==> src/ncq_pkg.sv <==
/*
 * Shared constants and carrier types for the queued-command frame builder:
 * frame layouts, register offsets and reset values.
 * Assumes a 32-bit word-wide link layer beneath and an APB master above.
 */
`default_nettype none

package ncq_pkg;

    // ------------------------------------------------------------------
    // Frame layouts
    // ------------------------------------------------------------------
    localparam int          NCQ_TAG_W          = 5;
    localparam int          NCQ_MASK_W         = 32;
    localparam logic [7:0]  NCQ_TYPE_DSETUP    = 8'h41;
    localparam logic [7:0]  NCQ_TYPE_SDB       = 8'hA1;
    localparam logic [2:0]  NCQ_DSETUP_LAST    = 3'h6;
    localparam logic [2:0]  NCQ_SDB_LAST       = 3'h1;
    localparam logic [2:0]  NCQ_W_BUFID_LO     = 3'h1;
    localparam logic [2:0]  NCQ_W_OFFSET       = 3'h4;
    localparam logic [2:0]  NCQ_W_COUNT        = 3'h5;
    localparam int          NCQ_BIT_DIR        = 13;
    localparam int          NCQ_BIT_IRQ        = 14;
    localparam int          NCQ_BIT_AUTO       = 15;
    localparam int          NCQ_BIT_SDB_IRQ    = 14;
    localparam int          NCQ_STAT_LSB       = 16;
    localparam int          NCQ_ERR_LSB        = 24;
    localparam logic [7:0]  NCQ_STATUS_OK      = 8'h40;
    localparam logic [7:0]  NCQ_ERROR_OK       = 8'h00;
    localparam logic [7:0]  NCQ_STAT_FIELD_MSK = 8'h77;

    // ------------------------------------------------------------------
    // Register map
    // ------------------------------------------------------------------
    localparam logic [7:0]  NCQ_REG_CTRL       = 8'h00;
    localparam logic [7:0]  NCQ_REG_STATUS     = 8'h04;
    localparam logic [7:0]  NCQ_REG_PENDING    = 8'h08;
    localparam logic [7:0]  NCQ_REG_SDB_COUNT  = 8'h0C;
    localparam int          NCQ_CTRL_OFS_EN    = 0;
    localparam int          NCQ_CTRL_SDB_AUTO  = 1;
    localparam int          NCQ_CTRL_SDB_IRQ   = 2;
    localparam int          NCQ_CTRL_FLUSH     = 3;
    localparam logic [2:0]  NCQ_CTRL_RESET     = 3'h6;
    localparam int          NCQ_ST_OCCUPIED    = 0;
    localparam int          NCQ_ST_ACTIVE      = 1;
    localparam int          NCQ_ST_ZERO_CNT    = 2;
    localparam int          NCQ_ST_FAIL_SEEN   = 3;

    // ------------------------------------------------------------------
    // Carrier types
    // ------------------------------------------------------------------
    typedef struct packed {
        logic                  dir;
        logic                  auto_act;
        logic [NCQ_TAG_W-1:0]  tag;
        logic [31:0]           offset;
        logic [31:0]           count;
    } ncq_dma_req_t;

    typedef struct packed {
        logic [NCQ_TAG_W-1:0]  tag;
        logic                  ok;
    } ncq_cmpl_t;

    typedef struct packed {
        logic [31:0]           data;
        logic                  last;
    } ncq_word_t;

    typedef enum logic [1:0] {
        NCQ_IDLE = 2'b00,
        NCQ_DMA  = 2'b01,
        NCQ_SDB  = 2'b10
    } ncq_state_t;

endpackage

`default_nettype wire

==> src/ncq_fis_framer.sv <==
/*
 * Device-side builder of the DMA setup frame and the set-device-bits
 * completion frame for queued commands, with an APB register slave.
 * Assumes the link layer takes one 32-bit word per valid/ready handshake
 * and that the command layer reports each finished tag once.
 */
// Functional notes
// - Direction bit one means device to host
// - Auto-activate zero for device-to-host transfers
// - Tag in low five buffer identifier bits
// - Other buffer identifier bits sent zero
// - Nonzero offset only when feature enabled
// - Data runs upward from offset in buffer
// - Exact transfer count, never zero
// - Setup frame interrupt bit always zero
// - Reserved setup fields sent zero
// - Mask bit n belongs to tag n
// - Completion mask is the last word
// - First word carries type A1h, status, flags
// - Report every tag completed since last report
// - Success: error zero, ready set, fault clear
// - Busy zero means another command accepted
// - Several completions may share one frame
// - Only successful commands enter the mask
// - No handshake, no notification lost
// - Tags run zero to thirty-one
`timescale 1ns/100ps
`default_nettype none

module ncq_fis_framer
#(
    parameter int ADDR_W = 8
)
(
    input  wire logic                 sys_clk,
    input  wire logic                 reset,
    input  wire logic                 psel,
    input  wire logic                 penable,
    input  wire logic                 pwrite,
    input  wire logic [ADDR_W-1:0]    paddr,
    input  wire logic [31:0]          pwdata,
    input  wire logic [3:0]           pstrb,
    output logic      [31:0]          prdata,
    output logic                      pready,
    output logic                      pslverr,
    input  wire logic                 dma_req_valid,
    input  wire ncq_pkg::ncq_dma_req_t dma_req,
    output logic                      dma_req_ready,
    input  wire logic                 cmpl_valid,
    input  wire ncq_pkg::ncq_cmpl_t   cmpl,
    input  wire logic                 queue_full,
    output logic                      device_occupied_flag,
    output logic                      tx_valid,
    output ncq_pkg::ncq_word_t        tx_word,
    input  wire logic                 tx_ready
);
    import ncq_pkg::*;

    // ------------------------------------------------------------------
    // Frame word builder
    // ------------------------------------------------------------------
    function automatic logic [31:0] frame_word
    (
        input logic                  is_sdb,
        input logic [2:0]            idx,
        input ncq_dma_req_t          req,
        input logic [NCQ_MASK_W-1:0] mask,
        input logic                  sdb_irq,
        input logic                  ofs_en
    );
        logic [31:0] w;
        w = '0;
        if (is_sdb)
        begin
            if (idx == NCQ_SDB_LAST)
            begin
                w = mask;
            end
            else
            begin
                w[7:0] = NCQ_TYPE_SDB;
                w[NCQ_BIT_SDB_IRQ] = sdb_irq;
                // Status byte carries only the high and low triplets
                w[NCQ_STAT_LSB +: 8] = NCQ_STATUS_OK & NCQ_STAT_FIELD_MSK;
                w[NCQ_ERR_LSB +: 8] = NCQ_ERROR_OK;
            end
        end
        else
        begin
            unique case (idx)
                3'h0:
                begin
                    w[7:0] = NCQ_TYPE_DSETUP;
                    w[NCQ_BIT_DIR] = req.dir;
                    w[NCQ_BIT_IRQ] = 1'b0;
                    w[NCQ_BIT_AUTO] = req.auto_act & ~req.dir;
                end
                NCQ_W_BUFID_LO:
                begin
                    w[NCQ_TAG_W-1:0] = req.tag;
                end
                NCQ_W_OFFSET:
                begin
                    // Offset passes through only with ofs_en set, else zero; data walks upward from it
                    w = ofs_en ? req.offset : 32'h0000_0000;
                end
                NCQ_W_COUNT:
                begin
                    w = req.count;
                end
                default:
                begin
                    w = '0;
                end
            endcase
        end
        return w;
    endfunction

    // ------------------------------------------------------------------
    // Registers and state
    // ------------------------------------------------------------------
    ncq_state_t              state;
    logic [2:0]              idx;
    ncq_dma_req_t            req_hold;
    logic [NCQ_MASK_W-1:0]   pending;
    logic [NCQ_MASK_W-1:0]   sent_mask;
    logic                    ofs_en;
    logic                    sdb_auto;
    logic                    sdb_irq;
    logic                    flush_pend;
    logic                    zero_cnt_err;
    logic                    fail_seen;
    logic [31:0]             sdb_count;
    logic                    sdb_go;
    logic                    sdb_launch;
    logic                    dma_take;
    logic                    load;
    logic                    last_word;
    logic                    wr_en;
    logic                    rd_en;
    logic                    addr_ok;
    logic [NCQ_MASK_W-1:0]   cmpl_set;

    assign sdb_go     = (pending != '0) && (sdb_auto || flush_pend);
    assign sdb_launch = (state == NCQ_IDLE) && sdb_go;
    // Completions go first so a steady setup stream cannot hide them
    assign dma_req_ready = (state == NCQ_IDLE) && !sdb_go;
    assign dma_take   = dma_req_valid && dma_req_ready;
    assign load       = (state != NCQ_IDLE) && (!tx_valid || tx_ready);
    assign last_word  = (state == NCQ_SDB) ? (idx == NCQ_SDB_LAST) : (idx == NCQ_DSETUP_LAST);
    assign wr_en      = psel && penable && pwrite;
    assign rd_en      = psel && !pwrite;
    assign addr_ok    = (paddr == ADDR_W'(NCQ_REG_CTRL)) || (paddr == ADDR_W'(NCQ_REG_STATUS))
                     || (paddr == ADDR_W'(NCQ_REG_PENDING)) || (paddr == ADDR_W'(NCQ_REG_SDB_COUNT));
    assign pready     = 1'b1;
    assign pslverr    = psel && penable && !addr_ok;

    // ------------------------------------------------------------------
    // Frame sequencer
    // ------------------------------------------------------------------
    always_ff @(posedge sys_clk)
    begin
        if (reset)
        begin
            state     <= NCQ_IDLE;
            idx       <= 3'h0;
            req_hold  <= '0;
            sent_mask <= '0;
        end
        else
        begin
            unique case (state)
                NCQ_IDLE:
                begin
                    idx <= 3'h0;
                    if (sdb_launch)
                    begin
                        state     <= NCQ_SDB;
                        sent_mask <= pending;
                    end
                    else if (dma_take && (dma_req.count != 32'h0000_0000))
                    begin
                        state    <= NCQ_DMA;
                        req_hold <= dma_req;
                    end
                end
                NCQ_DMA, NCQ_SDB:
                begin
                    if (load)
                    begin
                        if (last_word)
                        begin
                            state <= NCQ_IDLE;
                        end
                        else
                        begin
                            idx <= idx + 3'h1;
                        end
                    end
                end
                default:
                begin
                    state <= NCQ_IDLE;
                end
            endcase
        end
    end

    // ------------------------------------------------------------------
    // Link output
    // ------------------------------------------------------------------
    always_ff @(posedge sys_clk)
    begin
        if (reset)
        begin
            tx_valid <= 1'b0;
            tx_word  <= '0;
        end
        else if (load)
        begin
            tx_valid     <= 1'b1;
            tx_word.data <= frame_word(state == NCQ_SDB, idx, req_hold, sent_mask, sdb_irq, ofs_en);
            tx_word.last <= last_word;
        end
        else if (tx_ready)
        begin
            tx_valid <= 1'b0;
        end
    end

    // ------------------------------------------------------------------
    // Pending completions
    // ------------------------------------------------------------------
    always_comb
    begin
        cmpl_set = '0;
        if (cmpl_valid && cmpl.ok)
        begin
            cmpl_set[cmpl.tag] = 1'b1;
        end
    end

    always_ff @(posedge sys_clk)
    begin
        if (reset)
        begin
            pending <= '0;
        end
        else if (sdb_launch)
        begin
            // New success in the launch cycle stays for the next frame
            pending <= (pending & ~pending) | cmpl_set;
        end
        else
        begin
            pending <= pending | cmpl_set;
        end
    end

    always_ff @(posedge sys_clk)
    begin
        if (reset)
        begin
            sdb_count <= 32'h0000_0000;
        end
        else if (sdb_launch)
        begin
            sdb_count <= sdb_count + 32'h0000_0001;
        end
    end

    always_ff @(posedge sys_clk)
    begin
        if (reset)
        begin
            device_occupied_flag <= 1'b1;
        end
        else
        begin
            device_occupied_flag <= queue_full;
        end
    end

    // ------------------------------------------------------------------
    // APB registers
    // ------------------------------------------------------------------
    always_ff @(posedge sys_clk)
    begin
        if (reset)
        begin
            {sdb_irq, sdb_auto, ofs_en} <= NCQ_CTRL_RESET;
        end
        else if (wr_en && pstrb[0] && (paddr == ADDR_W'(NCQ_REG_CTRL)))
        begin
            ofs_en   <= pwdata[NCQ_CTRL_OFS_EN];
            sdb_auto <= pwdata[NCQ_CTRL_SDB_AUTO];
            sdb_irq  <= pwdata[NCQ_CTRL_SDB_IRQ];
        end
    end

    always_ff @(posedge sys_clk)
    begin
        if (reset)
        begin
            flush_pend <= 1'b0;
        end
        else if (wr_en && pstrb[0] && (paddr == ADDR_W'(NCQ_REG_CTRL)) && pwdata[NCQ_CTRL_FLUSH])
        begin
            flush_pend <= 1'b1;
        end
        else if (sdb_launch)
        begin
            flush_pend <= 1'b0;
        end
    end

    // Sticky flags: hardware set wins over a same-cycle write-one clear
    always_ff @(posedge sys_clk)
    begin
        if (reset)
        begin
            zero_cnt_err <= 1'b0;
            fail_seen    <= 1'b0;
        end
        else
        begin
            if (dma_take && (dma_req.count == 32'h0000_0000))
            begin
                zero_cnt_err <= 1'b1;
            end
            else if (wr_en && pstrb[0] && (paddr == ADDR_W'(NCQ_REG_STATUS)) && pwdata[NCQ_ST_ZERO_CNT])
            begin
                zero_cnt_err <= 1'b0;
            end
            if (cmpl_valid && !cmpl.ok)
            begin
                fail_seen <= 1'b1;
            end
            else if (wr_en && pstrb[0] && (paddr == ADDR_W'(NCQ_REG_STATUS)) && pwdata[NCQ_ST_FAIL_SEEN])
            begin
                fail_seen <= 1'b0;
            end
        end
    end

    always_comb
    begin
        prdata = 32'h0000_0000;
        if (rd_en)
        begin
            if (paddr == ADDR_W'(NCQ_REG_CTRL))
            begin
                prdata[NCQ_CTRL_OFS_EN]   = ofs_en;
                prdata[NCQ_CTRL_SDB_AUTO] = sdb_auto;
                prdata[NCQ_CTRL_SDB_IRQ]  = sdb_irq;
            end
            else if (paddr == ADDR_W'(NCQ_REG_STATUS))
            begin
                prdata[NCQ_ST_OCCUPIED]  = device_occupied_flag;
                prdata[NCQ_ST_ACTIVE]    = (state != NCQ_IDLE) || tx_valid;
                prdata[NCQ_ST_ZERO_CNT]  = zero_cnt_err;
                prdata[NCQ_ST_FAIL_SEEN] = fail_seen;
            end
            else if (paddr == ADDR_W'(NCQ_REG_PENDING))
            begin
                prdata = pending;
            end
            else if (paddr == ADDR_W'(NCQ_REG_SDB_COUNT))
            begin
                prdata = sdb_count;
            end
        end
    end

endmodule

`default_nettype wire

==> config.mk <==
export PLATFORM = sky130hd
export DESIGN_NAME = ncq_fis_framer
export DESIGN_NICKNAME = d
export VERILOG_FILES = /design/src/ncq_pkg.sv /design/src/ncq_fis_framer.sv
export SDC_FILE = /design/constraint.sdc
export NUM_CORES = 1
export LEC_CHECK = 0
export BUFFER_PORTS_ARGS = -buffer_cell sky130_fd_sc_hd__buf_4
export CAP_MARGIN = 25
export CORE_UTILIZATION = 62
export CTS_BUF_LIST = sky130_fd_sc_hd__clkbuf_4
export CTS_CLUSTER_SIZE = 16
export DETAILED_ROUTE_END_ITERATION = 6
export PLACE_DENSITY = 0.85
export SLEW_MARGIN = 20
export SYNTH_ARGS = -nofsm -noshare
export SYNTH_HDL_FRONTEND = slang
export SYNTH_SLANG_ARGS = --single-unit
==> constraint.sdc <==
create_clock -name sys_clk -period 5.3 [get_ports sys_clk]
set_clock_uncertainty 0.2 [all_clocks]
set_input_delay 0.795 -clock sys_clk [delete_from_list [all_inputs] [get_ports sys_clk]]
set_output_delay 0.795 -clock sys_clk [all_outputs]
set_load 0.1 [all_outputs]
==> results by group <==
Global routing
  – Overall global routing resource usage: 0.301
  – Aggregate global routing overflow: 0
  – Number of global-route vias before repair: roughly 8500
  – Global-route wire length before repair: ~40000 µm
  – Antenna violations before repair: 1
  – Maximum number of pins on one net before global-route repair: roughly 180

Cells and area
  – Commonest non-fill, non-tap cells in the layout: 213 x sky130_fd_sc_hd__dfxtp_1, 173 x sky130_fd_sc_hd__buf_4, 146 x sky130_fd_sc_hd__nand2b_1, 140 x sky130_fd_sc_hd__nor2_1, 107 x sky130_fd_sc_hd__mux2i_1
  – Most common cell after layout, fill and taps aside: sky130_fd_sc_hd__dfxtp_1
  – Post-layout net count: ~1400
  – Layout cells sized above 1: 0.222
  – # fillers: around 1200
  – Final instance area: 12100 µm²
  – Area growth from synthesis to layout: 18.2%

Hold path
  – Worst hold path startpoint: queue_full
  – Worst min-delay path class: in2reg
  – Number of instances on the worst hold path: 2

Synth
  – Mean Syn Cell Area: 9.00 µm²
  – Sequential share of the synthesized area: 0.416
  – Cell count after synthesis: 1139
  – Net Count, Synth: roughly 1300
  – Number of storage elements in the synthesis netlist: between 200 and 250
  – Distinct cells, synth: 59
  – FFs w/ async S/R, synth: 0
  – Post-Synthesis Cell Area: 10300 µm²
  – Number of enable-type register cells in the synthesized netlist: 0
  – Total number of yosys warnings: 0
  – Post-synth top flop: sky130_fd_sc_hd__dfxtp_1

STA
  – Fmax achieved: approximately 270 MHz
  – Setup ws final: between 1.5 and 2 ns
  – RSZ-0062 raised after global routing: false
  – Rel. slew slack: 0.310
  – Minimum clock period: around 3.7 ns
  – Number of failing setup endpoints in the final timing report: 0
  – Hold Fails Final Rpt: 0
  – Slew Limit Fails: 0
  – Period Utilization, post-route: 0.692
  – Slew of the pin with the lowest slew margin: approximately 1.0 ns
  – Final total negative setup slack: 0 ns

Placed design
  – Count of port buffers added during placement: 167
  – Placed instance area: 11400 µm²
  – GP Congestion: 0.852
  – Pre-CTS setup slack: 1.50 ns
  – HPWL reported at the end of detailed placement: 17300 µm

Power and ir drop
  – Max rail drop VDD: about 0.50 mV
  – Design Power: slightly below 5 mW
  – Static leakage: between 4 and 5 nW
  – Pwr dens: 409 nW/µm²

Clock tree
  – Latest clock arrival within the worst-skew pair: between 0.6 and 0.7 ns
  – Clock Tree Buf Depth: 3
  – Post-CTS setup repair buffer count: 0
  – TritonCTS clock tree: yes
  – Clock H-tree levels: 2
  – Clock buffer count from CTS: 53
  – Root buffer selected by CTS: sky130_fd_sc_hd__clkbuf_4
  – CTS-repair resized insts: 0
  – Clock transition time at the flip-flop clock pins of the worst setup and hold paths: ~0.060 ns
  – Hold buffers post-CTS: 0
  – CTS sink cnt: about 210

Detailed routing
  – Routed WL per cell: around 17 µm
  – Total number of vias: between 9000 and 10000
  – Detail-routed via count per cell: approximately 5.9
  – Pre-Repair DR Iteration Count: 6
  – 1st-iter DRT viols: between 700 and 800
  – Count of antenna-violating nets left after detailed routing: 0
  – Wire length reported by the detailed router: approximately 26000 µm
  – DRC violations left: 0

Die
  – Effective utilization at floorplan: 0.641
  – Die Outline Area: roughly 17000 µm²
  – Number of core rows: 46
  – Die outline height: ~130 µm
  – Horizontal die dimension: 131 µm
  – Boundary Pins: 200
  – Floorplan Core Area: ~16000 µm²

Run status
  – Outcome: complete, no violations

Worst setup path
  – Cell repeated most along the worst path: sky130_fd_sc_hd__buf_4
  – Type of element capturing the critical path: output port
  – CP delay by family, top: simple AND/OR/NAND/NOR gates
  – Start point of the critical path: paddr[7]
  – Data required time at the worst endpoint: about 4.3 ns
  – Worst-path maximum fanout: 28
  – Worst-case reg-to-reg path depth: 6
  – Crit-path slowest cell: sky130_fd_sc_hd__nor4_1
  – Critical path depth in cells: 8
  – Critical path, cell by cell: buf_4 > nor4_1 > nand2_1 > nor3b_2 > buf_4 > a22oi_1 > nor2_1 > buf_4
  – Path type of the worst setup path: in2out
  – Buf+Inv Stages, Crit Path: 3
  – Arrival @ worst endpoint: around 2.7 ns
  – CP Launch Type: primary input
  – Critical register-to-register path startpoint: pending[0]$_SDFF_PP0_
  – Largest stage delay on the critical path: approximately 0.35 ns

Run
  – Max-cap violations: 0
## worst register-to-register path: stages, from the launching register on
cell	delay, ns
sky130_fd_sc_hd__dfxtp_1	0.36
sky130_fd_sc_hd__nor4_2	0.33
sky130_fd_sc_hd__nand4_2	0.36
sky130_fd_sc_hd__o22ai_2	0.30
sky130_fd_sc_hd__and4b_4	0.70
sky130_fd_sc_hd__buf_4	0.72
sky130_fd_sc_hd__mux2i_1	0.32
## logic make-up after synthesis
| group | after synthesis | share of synthesized area |
|---|---|---|
| buffers and inverters | 99 | 0.0515 |
| DFF | 213 | 0.416 |
| adders and majority gates | 7 | 0.00854 |
| xor gates and xnor gates | 8 | 0.00684 |
| AOI/OAI and AO/OA | 234 | 0.156 |
| muxes | 114 | 0.114 |
| and+or+nand+nor | 463 | 0.246 |
| other | 1 | 0.000366 |
## power by group
part           internal [mW]  switching, mW
clock                  0.700          0.665
combinational          0.473           1.22
sequential              1.79          0.110
total                   2.96           2.00
## worst paths after layout
| path | endpoint | slack (ns) |
|---|---|---|
| worst max-delay path | prdata[30] | 1.64 |
| worst min-delay path | device_occupied_flag$_SDFF_PP1_ | 0.12 |
| worst max register to register | req_hold[19]$_SDFFE_PP0P_ | 1.93 |
| worst min register to register | tx_word[6]$_SDFFE_PP0P_ | 0.25 |
## through the flow
stage / std cells / hold slack (ns) / util
2_1_floorplan: 1139 / 0.244 / -
3_3_place_gp: 1445 / 0.239 / 0.712
3_5_place_dp: 1446 / 0.246 / 0.713
4_1_cts: 1545 / 0.0812 / 0.755
5_1_grt: 1547 / 0.0977 / 0.757
6_report: 1547 / 0.122 / 0.757
## Yosys cell counts, types with 3 or more instances
| library cell | n | area share |
|---|---|---|
| sky130_fd_sc_hd__and3_1 | 9 | 0.0055 |
| sky130_fd_sc_hd__nand4_1 | 8 | 0.0049 |
| sky130_fd_sc_hd__a22oi_1 | 85 | 0.062 |
| sky130_fd_sc_hd__and4_1 | 3 | 0.0026 |
| sky130_fd_sc_hd__nor4_1 | 9 | 0.0055 |
| sky130_fd_sc_hd__nor3b_1 | 5 | 0.0037 |
| sky130_fd_sc_hd__buf_4 | 6 | 0.0044 |
| sky130_fd_sc_hd__a31oi_1 | 3 | 0.0018 |
| sky130_fd_sc_hd__o21ai_0 | 37 | 0.018 |
| sky130_fd_sc_hd__a211oi_1 | 4 | 0.0029 |
| sky130_fd_sc_hd__buf_12 | 7 | 0.014 |
| sky130_fd_sc_hd__buf_1 | 5 | 0.0018 |
| sky130_fd_sc_hd__nor4_2 | 10 | 0.012 |
| sky130_fd_sc_hd__mux2_2 | 5 | 0.0055 |
| sky130_fd_sc_hd__nor2_1 | 140 | 0.051 |
| sky130_fd_sc_hd__dfxtp_1 | 213 | 0.42 |
| sky130_fd_sc_hd__nand3b_1 | 3 | 0.0022 |
| sky130_fd_sc_hd__and2_1 | 3 | 0.0018 |
| sky130_fd_sc_hd__buf_2 | 10 | 0.0049 |
| sky130_fd_sc_hd__xor2_1 | 6 | 0.0051 |
| sky130_fd_sc_hd__a221o_1 | 3 | 0.0029 |
| sky130_fd_sc_hd__nor3_1 | 8 | 0.0039 |
| sky130_fd_sc_hd__o31ai_1 | 11 | 0.0081 |
| sky130_fd_sc_hd__or3_1 | 13 | 0.0079 |
| sky130_fd_sc_hd__nand2_1 | 61 | 0.022 |
| sky130_fd_sc_hd__inv_1 | 14 | 0.0051 |
| sky130_fd_sc_hd__ha_1 | 7 | 0.0085 |
| sky130_fd_sc_hd__or4_1 | 12 | 0.0088 |
| sky130_fd_sc_hd__o21ai_1 | 4 | 0.0020 |
| sky130_fd_sc_hd__nand3_1 | 13 | 0.0063 |
| sky130_fd_sc_hd__mux2i_1 | 107 | 0.10 |
| sky130_fd_sc_hd__clkbuf_1 | 56 | 0.021 |
| sky130_fd_sc_hd__nor2b_1 | 10 | 0.0061 |
| sky130_fd_sc_hd__a21oi_1 | 37 | 0.018 |
| sky130_fd_sc_hd__nand2b_1 | 146 | 0.089 |
| sky130_fd_sc_hd__a221oi_1 | 4 | 0.0034 |
| sky130_fd_sc_hd__o211ai_1 | 34 | 0.025 |
## state kept, by name, summed over array words and instances (netlist names), 2 cells and up
| register | count |
|---|---|
| pending | 32 |
| sdb_count | 32 |
| sent_mask | 32 |
| state | 2 |
| idx | 3 |
| tx_word | 33 |
| req_hold | 71 |
## layer usage
metal | track usage | vias to the layer above | wire, µm
li1 | - | 4381 | -
met1 | 0.368 | 4327 | 10700
met2 | 0.506 | 365 | 12900
met3 | 0.0627 | 65 | 1800
met4 | 0.147 | 0 | 765
met5 | 0 | - | 0
## area by class of cell
type	count	area, µm²	share of cell area
multi-input cells	827	5500	0.454
inverters	14	52.6	0.00434
flip-flops and latches	213	4260	0.352
clock buffers	81	608	0.0502
well taps	216	270	0.0223
clock inverters	18	71.3	0.00589
diodes	1	2.50	0.000207
repair buffers	177	1350	0.111
(Power assumes the default switching activity.)
